$ cat src/design/pds_pkg.sv
/*
 pds_pkg: constants and types for the pump deragging sequencer.
 assumes a single 100 MHz system clock and a fixed time base tick.
*/
package pds_pkg;
	// clock rate and time base
	localparam int unsigned CLOCK_HZ       = 100_000_000;
	localparam int unsigned TICK_MS        = 1;
	localparam int unsigned TICK_CYCLES    = (CLOCK_HZ / 1000) * TICK_MS;
	// widths
	localparam int unsigned CYCLE_W        = 8;
	localparam int unsigned TIME_W         = 16;
	localparam int unsigned SPEED_W        = 16;
	// extended status word
	localparam int unsigned EXT_STATUS_W   = 32;
	localparam int unsigned DERAG_BIT      = 23;
	localparam logic [31:0] DERAG_MASK     = 32'h0080_0000;
	// trigger selection for start and stop commands
	localparam logic [1:0]  SEL_OFF        = 2'h0;
	localparam logic [1:0]  SEL_START      = 2'h1;
	localparam logic [1:0]  SEL_STOP       = 2'h2;
	localparam logic [1:0]  SEL_BOTH       = 2'h3;
	// reset values
	localparam logic [15:0] SPEED_RESET    = 16'h0000;

	typedef enum logic [2:0] {
		PDS_IDLE     = 3'b000,
		PDS_RAMPDOWN = 3'b001,
		PDS_PREDELAY = 3'b010,
		PDS_REVERSE  = 3'b011,
		PDS_COAST    = 3'b100,
		PDS_FORWARD  = 3'b101
	} pds_state_type;
endpackage

$ cat src/design/pds_tick.sv
/*
 pds_tick: free running time base, one pulse every TICKS clocks.
 assumes the sequencer clock and reset.
*/
`timescale 1ns/1ps
module pds_tick #(
	parameter int unsigned TICKS = pds_pkg::TICK_CYCLES
) (
	// clock and reset
	input  wire logic i_clock,
	input  wire logic i_rst_n,
	// time base
	output logic      o_tick
);
	localparam int unsigned CW = $clog2(TICKS + 1);
	localparam logic [CW-1:0] LAST = CW'(TICKS - 1);

	logic [CW-1:0] count;
	logic [CW-1:0] next_count;
	logic          next_tick;

	always_comb begin
		next_count = count + CW'(1);
		next_tick  = 1'b0;
		if (count >= LAST) begin
			next_count = '0;
			next_tick  = 1'b1;
		end
	end

	always_ff @(posedge i_clock or negedge i_rst_n) begin
		if (!i_rst_n) begin
			count  <= '0;
			o_tick <= 1'b0;
		end else begin
			count  <= next_count;
			o_tick <= next_tick;
		end
	end
endmodule // pds_tick

$ cat src/design/pds_sequencer.sv
/*
 pds_sequencer: pump deragging event sequencer.
 assumes the drive's speed control honours the run, reverse and speed commands,
 and reports standstill on i_motor_stopped; triggers are synchronous pulses.
*/
`timescale 1ns/1ps
module pds_sequencer #(
	parameter int unsigned CYCLE_W = pds_pkg::CYCLE_W,
	parameter int unsigned TIME_W  = pds_pkg::TIME_W,
	parameter int unsigned SPEED_W = pds_pkg::SPEED_W,
	parameter int unsigned TICKS   = pds_pkg::TICK_CYCLES
) (
	// clock and reset
	input  wire logic               i_clock,
	input  wire logic               i_rst_n,
	// configuration
	input  wire logic               i_enable,
	input  wire logic [1:0]         i_start_stop_select,
	input  wire logic [CYCLE_W-1:0] i_cycle_count,
	input  wire logic [TIME_W-1:0]  i_off_delay,
	input  wire logic [TIME_W-1:0]  i_run_time,
	input  wire logic [SPEED_W-1:0] i_derag_speed,
	input  wire logic               i_output_assigned,
	input  wire logic               i_power_trigger_enable,
	input  wire logic [SPEED_W-1:0] i_power_limit,
	// triggers
	input  wire logic               i_start_cmd,
	input  wire logic               i_stop_cmd,
	input  wire logic               i_digital_input,
	input  wire logic               i_sequence_logic_controller,
	input  wire logic               i_timed_action,
	input  wire logic [SPEED_W-1:0] i_power,
	// motor feedback
	input  wire logic               i_motor_stopped,
	// motor commands
	output logic                    o_override,
	output logic                    o_ramp_stop,
	output logic                    o_run,
	output logic                    o_reverse,
	output logic [SPEED_W-1:0]      o_speed,
	// status
	output logic                    o_active,
	output logic                    o_digital_output,
	output logic [31:0]             o_ext_status,
	output logic [CYCLE_W-1:0]      o_cycles_done
);
	localparam int unsigned STATUS_W = pds_pkg::EXT_STATUS_W;

	// time base
	logic                   tick;

	// trigger group
	logic                   over_limit;
	logic                   next_over_limit;
	logic                   power_rise;
	logic                   command_hit;
	logic                   trigger;

	// sequencing group
	pds_pkg::pds_state_type state;
	pds_pkg::pds_state_type next_state;
	logic [TIME_W-1:0]      timer;
	logic [TIME_W-1:0]      next_timer;
	logic [TIME_W-1:0]      time_limit;
	logic                   time_up;
	logic [CYCLE_W-1:0]     cycles;
	logic [CYCLE_W-1:0]     next_cycles;
	logic                   last_cycle;
	logic                   to_forward;
	logic                   next_to_forward;

	// output group
	logic                   next_override;
	logic                   next_ramp_stop;
	logic                   next_run;
	logic                   next_reverse;
	logic [SPEED_W-1:0]     next_speed;
	logic                   next_active;
	logic                   next_digital_output;
	logic [STATUS_W-1:0]    next_ext_status;

	// start and stop commands share one selection decode
	function automatic logic select_allows(
		input logic [1:0] sel,
		input logic [1:0] want
	);
		select_allows = (sel == want) || (sel == pds_pkg::SEL_BOTH);
	endfunction

	// pulse states drive the motor, all others leave it undriven
	function automatic logic pulse_state(
		input pds_pkg::pds_state_type s
	);
		pulse_state = (s == pds_pkg::PDS_REVERSE) || (s == pds_pkg::PDS_FORWARD);
	endfunction

	// pulse widths are whole ticks; the first tick of a phase may be short
	pds_tick #(
		.TICKS(TICKS)
	) u_tick (
		.i_clock(i_clock),
		.i_rst_n(i_rst_n),
		.o_tick (tick)
	);

	// power trigger acts on the rising edge only, so a pump that stays
	// heavy after an event does not start the next one at once
	always_comb begin
		next_over_limit = i_power_trigger_enable && (i_power > i_power_limit);
		power_rise      = next_over_limit && !over_limit;
		command_hit     = 1'b0;
		if (i_start_cmd && select_allows(i_start_stop_select, pds_pkg::SEL_START)) begin
			command_hit = 1'b1;
		end
		if (i_stop_cmd && select_allows(i_start_stop_select, pds_pkg::SEL_STOP)) begin
			command_hit = 1'b1;
		end
		// a zero cycle count would be an event with nothing to do
		trigger = 1'b0;
		if (i_enable && (i_cycle_count != '0)) begin
			trigger = command_hit
				|| i_digital_input
				|| i_sequence_logic_controller
				|| i_timed_action
				|| power_rise;
		end
	end

	always_ff @(posedge i_clock or negedge i_rst_n) begin
		if (!i_rst_n) begin
			over_limit <= 1'b0;
		end else begin
			over_limit <= next_over_limit;
		end
	end

	// pulses last the run time, delays and coasts the off delay
	assign time_limit = pulse_state(state) ? i_run_time : i_off_delay;
	assign time_up    = (timer >= time_limit);
	assign last_cycle = ((cycles + CYCLE_W'(1)) >= i_cycle_count);

	// timer saturates at its limit, so a late tick cannot wrap it
	always_comb begin
		next_state      = state;
		next_timer      = timer;
		next_cycles     = cycles;
		next_to_forward = to_forward;
		if (tick && !time_up) begin
			next_timer = timer + TIME_W'(1);
		end
		case (state)
			pds_pkg::PDS_IDLE: begin
				next_timer = '0;
				// triggers during an event are ignored, not queued
				if (trigger) begin
					next_cycles     = '0;
					next_to_forward = 1'b0;
					if (i_motor_stopped) begin
						next_state = pds_pkg::PDS_REVERSE;
					end else begin
						next_state = pds_pkg::PDS_RAMPDOWN;
					end
				end
			end
			pds_pkg::PDS_RAMPDOWN: begin
				// no time limit here: the drive's own ramp decides how long
				next_timer = '0;
				if (i_motor_stopped) begin
					next_state = pds_pkg::PDS_PREDELAY;
				end
			end
			pds_pkg::PDS_PREDELAY: begin
				if (time_up) begin
					next_state = pds_pkg::PDS_REVERSE;
					next_timer = '0;
				end
			end
			pds_pkg::PDS_REVERSE: begin
				if (time_up) begin
					next_state      = pds_pkg::PDS_COAST;
					next_timer      = '0;
					next_to_forward = 1'b1;
				end
			end
			pds_pkg::PDS_COAST: begin
				// one coast state serves both gaps, to_forward picks the way out
				if (time_up) begin
					next_timer = '0;
					if (to_forward) begin
						next_state = pds_pkg::PDS_FORWARD;
					end else begin
						next_state = pds_pkg::PDS_REVERSE;
					end
				end
			end
			pds_pkg::PDS_FORWARD: begin
				if (time_up) begin
					next_timer  = '0;
					next_cycles = cycles + CYCLE_W'(1);
					if (last_cycle) begin
						next_state = pds_pkg::PDS_IDLE;
					end else begin
						next_state      = pds_pkg::PDS_COAST;
						next_to_forward = 1'b0;
					end
				end
			end
			default: begin
				next_state = pds_pkg::PDS_IDLE;
				next_timer = '0;
			end
		endcase
	end

	always_ff @(posedge i_clock or negedge i_rst_n) begin
		if (!i_rst_n) begin
			state      <= pds_pkg::PDS_IDLE;
			timer      <= '0;
			cycles     <= '0;
			to_forward <= 1'b0;
		end else begin
			state      <= next_state;
			timer      <= next_timer;
			cycles     <= next_cycles;
			to_forward <= next_to_forward;
		end
	end

	// outputs follow the next state so they line up with it, not a cycle late
	always_comb begin
		next_active         = (next_state != pds_pkg::PDS_IDLE);
		next_override       = next_active;
		next_ramp_stop      = (next_state == pds_pkg::PDS_RAMPDOWN);
		next_run            = pulse_state(next_state);
		next_reverse        = (next_state == pds_pkg::PDS_REVERSE);
		next_speed          = SPEED_W'(pds_pkg::SPEED_RESET);
		if (next_run) begin
			next_speed = i_derag_speed;
		end
		next_digital_output = next_active && i_output_assigned;
	end

	// only the deragging bit of the extended status word belongs to this block
	genvar bit_index;
	generate
		for (bit_index = 0; bit_index < STATUS_W; bit_index++) begin : g_status
			if (bit_index == pds_pkg::DERAG_BIT) begin : g_derag
				assign next_ext_status[bit_index] = next_active;
			end else begin : g_other
				assign next_ext_status[bit_index] = 1'b0;
			end
		end
	endgenerate

	// motor commands
	always_ff @(posedge i_clock or negedge i_rst_n) begin
		if (!i_rst_n) begin
			o_override  <= 1'b0;
			o_ramp_stop <= 1'b0;
			o_run       <= 1'b0;
			o_reverse   <= 1'b0;
			o_speed     <= SPEED_W'(pds_pkg::SPEED_RESET);
		end else begin
			o_override  <= next_override;
			o_ramp_stop <= next_ramp_stop;
			o_run       <= next_run;
			o_reverse   <= next_reverse;
			o_speed     <= next_speed;
		end
	end

	// status; the cycle count keeps its last value after the event
	always_ff @(posedge i_clock or negedge i_rst_n) begin
		if (!i_rst_n) begin
			o_active         <= 1'b0;
			o_digital_output <= 1'b0;
			o_ext_status     <= '0;
			o_cycles_done    <= '0;
		end else begin
			o_active         <= next_active;
			o_digital_output <= next_digital_output;
			o_ext_status     <= next_ext_status;
			o_cycles_done    <= next_cycles;
		end
	end
endmodule // pds_sequencer

$ cat config.mk
export PLATFORM = sky130hd
export DESIGN_NAME = pds_sequencer
export DESIGN_NICKNAME = d
export VERILOG_FILES = /design/src/design/pds_pkg.sv /design/src/design/pds_tick.sv /design/src/design/pds_sequencer.sv
export SDC_FILE = /design/constraint.sdc
export NUM_CORES = 1
export LEC_CHECK = 0
export ABC_CLOCK_PERIOD_IN_PS = 3900
export BUFFER_PORTS_ARGS = -buffer_cell sky130_fd_sc_hd__buf_2
export CELL_PAD_IN_SITES_DETAIL_PLACEMENT = 1
export CELL_PAD_IN_SITES_GLOBAL_PLACEMENT = 2
export CORE_ASPECT_RATIO = 0.9
export CORE_UTILIZATION = 27
export CTS_CLUSTER_DIAMETER = 200
export CTS_CLUSTER_SIZE = 28
export DETAILED_ROUTE_END_ITERATION = 8
export HOLD_SLACK_MARGIN = 0.1
export PLACE_DENSITY_LB_ADDON = 0.08
export REMOVE_ABC_BUFFERS = 1
export SLEW_MARGIN = 20
export SYNTH_ARGS = -nofsm -noshare
export SYNTH_HDL_FRONTEND = slang
export SYNTH_SLANG_ARGS = --single-unit
$ cat constraint.sdc
create_clock -name i_clock -period 3.9 [get_ports i_clock]
set_input_delay 0.585 -clock i_clock [delete_from_list [all_inputs] [get_ports i_clock]]
set_output_delay 0.585 -clock i_clock [all_outputs]
set_load 0.02 [all_outputs]
==> results.toml <==
[global_routing]
grt_overflow = 0
grt_first_pass_wirelength_um = 20400
groute.usage.overall_pct = 14.6
antenna_found_initial = 0
pin_count_of_the_biggest_net_entering_global_routing = 36
vias_in_the_first_global_route = 4157

[cells_and_area]
multi_input_area_um2 = 2590
seq_area_um2 = 1700
area_growth_from_synthesis_to_layout_pct = 24.3
insertedDiodeCount = 0
utilization_pct = 34.3
finalNonFillerCells = 875
fill_cells = 2013
drive_gt1_share_pct = 28.3
finalNetCount = 780

[logic_synthesis]
yosysWarnings = 0
netlist_top_cells_area = "sky130_fd_sc_hd__dfrtp_1 (36%), sky130_fd_sc_hd__ha_1 (12%), sky130_fd_sc_hd__buf_4 (5.8%)"
syn-cell-area_um2 = 4680
syn_avg_cell_area_um2 = 9.39
synth-async-reset-ratio_pct = 100
synth_largest_type_area_fraction_pct = 36.3
ys_seq_area_share_pct = 36.3
netlist-cell-type-count = 56
ys_seq_elements = 68
synth_enable_flop_cells = 0
ys_dominant_reg_cell = "sky130_fd_sc_hd__dfrtp_1"
synth_top_area_cell = "sky130_fd_sc_hd__dfrtp_1"
netlist_instances = 499

[timing]
setup-violations-final = 0
worst-slew-pin-transition_ps = 822
clock-skew-final_ps = 6.71
fin_tns_setup_ps = 0
min_period_ps = 3610
finalHoldViolCount = 0
slew_violations = 0
fmaxAchievable_mhz = 277
maxSlewHeadroom_pct = 45.2
period_share_pct = 92.5
unrepaired_setup_endpoints_after_global_routing = "no"

[routing]
initialDrtViolationCount = 114
top_layer_used = "met4"
met2RoutedLength_um = 5600
drt_pre_antenna_iters = 4
met3RoutedLength_um = 660
drt-wirelength-per-cell_um = 14.0
route.detailed.drc = 0
drt-met1-wl_um = 5780
vias = 3838
route.detailed.vias_per_inst = 4.39
postRouteAntennaNets = 0
postRouteWirelength_um = 12200

[worst_setup_path]
timing.critical_path.mode_cell = "sky130_fd_sc_hd__buf_4"
critPathMaxFanout = 17
worstSetupEndpointType = "flip-flop"
startpoint_type = "flip-flop"
path_class = "reg2reg"
timing.critical_path.required_ps = 4110
path_cells = "nor2b_1, o21ai_2, buf_12, mux2_2, ha_1, nor2_1, a21oi_1, o41ai_2, buf_4, a21oi_2, o221ai_1, a221oi_4, buf_4, a211oi_1"
timing.critical_path.arrival_ps = 3820
critical_path.top_delay_family = "compound AO/OA/AOI/OAI gates"
timing.critical_path.slowest_stage_cell = "sky130_fd_sc_hd__dfrtp_1"
critical_path.max_stage_delay_ps = 480
critPathBufInv = 3

[clock_network]
htreeDepth = 3
clkTransAtPathRegs_ps = 60
cts_setup_buffers = 0
clkLatencyLatePin_ps = 340
cts_root_buffer = "sky130_fd_sc_hd__clkbuf_16"
cts_resized = 0
bufs_on_longest_clock_path = 2
tritoncts = "done"
cts-hold-fix-buffers = 0
clkSinkCount = 68
clock_buffers_created_by_tritoncts = 9

[die]
die_width_um = 141
initial_utilization_pct = 27.6
design.die.area_um2 = 17900
core_region_area_um2 = 16900
die_y_um = 127
floorplan.rows = 45
top_level_ports = 163

[run_status]
outcome = "complete, no violations"

[placement]
dp_cells = 859
place.port_buffers = 131
globalplace.congestion = 0.776
place.detailed.hpwl_um = 9790

[power]
power.ir.vdd_worst_uv = 203
power_per_cell_area_nw_per_um2 = 345
leakage_nw = 2.94

[worst_hold_path]
timing.hold.worst.class = "in2async"

[job]
maxCapViolations = 0
synth_stat cells (all sizes together) (5+ instances only):
master	count
nand2	31
nor2b	8
nand2b	5
nor3	7
xnor2	16
a211oi	21
nand3	17
mux2i	17
a21oi	19
ha	44
o21ai	10
nand4	10
nor2	58
buf	41
dfrtp	68
and3	6
clkbuf	5
xor2	26
inv	50
layout by cell type, fill, tap and decap left out, types with 3 or more instances in the layout:
master                      synthesis  layout
sky130_fd_sc_hd__xor2_1            26      26
sky130_fd_sc_hd__or4_1              3       3
sky130_fd_sc_hd__xnor2_1           16      16
sky130_fd_sc_hd__o21ai_0            7       7
sky130_fd_sc_hd__a211oi_1          13      13
sky130_fd_sc_hd__a21oi_1           17      17
sky130_fd_sc_hd__nor3_1             7       7
sky130_fd_sc_hd__buf_2              2     131
sky130_fd_sc_hd__clkbuf_16          0       9
sky130_fd_sc_hd__nand2_1           31      31
sky130_fd_sc_hd__dfrtp_1           68      68
sky130_fd_sc_hd__mux2i_1           17      17
sky130_fd_sc_hd__nor2_1            58      58
sky130_fd_sc_hd__inv_1             49      49
sky130_fd_sc_hd__nand2b_1           5       5
sky130_fd_sc_hd__nand4_1           10      10
sky130_fd_sc_hd__nand3_1           17      17
sky130_fd_sc_hd__buf_4             36       9
sky130_fd_sc_hd__and3_1             6       6
sky130_fd_sc_hd__a211oi_2           8       8
sky130_fd_sc_hd__ha_1              44      44
sky130_fd_sc_hd__conb_1             1      31
sky130_fd_sc_hd__nor2b_1            8       8
cells by family (layout without fill, tap and decap cells):
kind of cell / count (synthesis) / count (layout) / share of synthesized area, %
buffers and inverters: 96 / 207 / 11.1
flip-flops: 68 / 68 / 36.3
other: 1 / 31 / 0.0801
AND/OR/NAND/NOR: 153 / 153 / 15.7
multiplexers: 19 / 19 / 4.11
adder cells (fa/ha/maj): 44 / 44 / 11.8
XOR/XNOR: 42 / 42 / 7.85
AO/OA/AOI/OAI: 76 / 76 / 13.1
state kept, by name, summed over array words and instances (netlist names):
name              count
timer                16
o_cycles_done         8
over_limit            1
state                 3
o_speed              16
u_tick.o_tick         1
u_tick.count         17
o_reverse             1
o_digital_output      1
to_forward            1
o_run                 1
o_ramp_stop           1
o_ext_status          1
stage by stage:
stage               hold WS [ps]  power [mW]  cell area (µm²)  setup slack [ps]
floorplan                    289        1.02             4460              -317
global placement             476        1.19             5520               420
detailed placement           493        1.20             5520               275
CTS                          370        2.05             5820               283
global route                 403        2.12             5820              6.14
finish                       337        2.01             5820               292
path summary, 6_finish.rpt:
path | slack [ps] | start | depth (start not counted) | endpoint
worst max-delay path | 290 | state[1] | 14 | o_speed[2]
worst min-delay path | 340 | i_rst_n | 1 | timer[12]
worst max register to register | 290 | state[1] | 14 | o_speed[2]
worst min register to register | 510 | u_tick.count[0] | 1 | u_tick.count[0]
max in group asynchronous | 2600 | i_rst_n | 2 | o_speed[8]
min in group i_clock | 460 | i_derag_speed[10] | 3 | o_speed[10]
report_power, final:
group	switching [mW]	internal, mW	total [mW]	leakage (nW)
registers	0.0226	0.745	0.767	0.872
logic	0.248	0.168	0.417	1.92
clock network	0.328	0.498	0.826	0.142
routing by layer:
| metal | track usage, % | vias to the layer above |
|---|---|---|
| met5 | 0 | - |
| li1 | - | 1921 |
| met4 | 4.67 | 0 |
| met3 | 3.89 | 15 |
| met1 | 18.7 | 1790 |
| met2 | 24.1 | 112 |
area by class of cell:
class,instances,area share (%)
Clock buffer,9,3.87
Clock inverter,7,1.31
Inverter,50,3.22
Multi-Input combinational cell,365,44.5
Sequential cell,68,29.2
Tap cell,235,5.05
Timing Repair Buffer,141,12.8
Note: power is estimated with default switching activity, not from simulation.
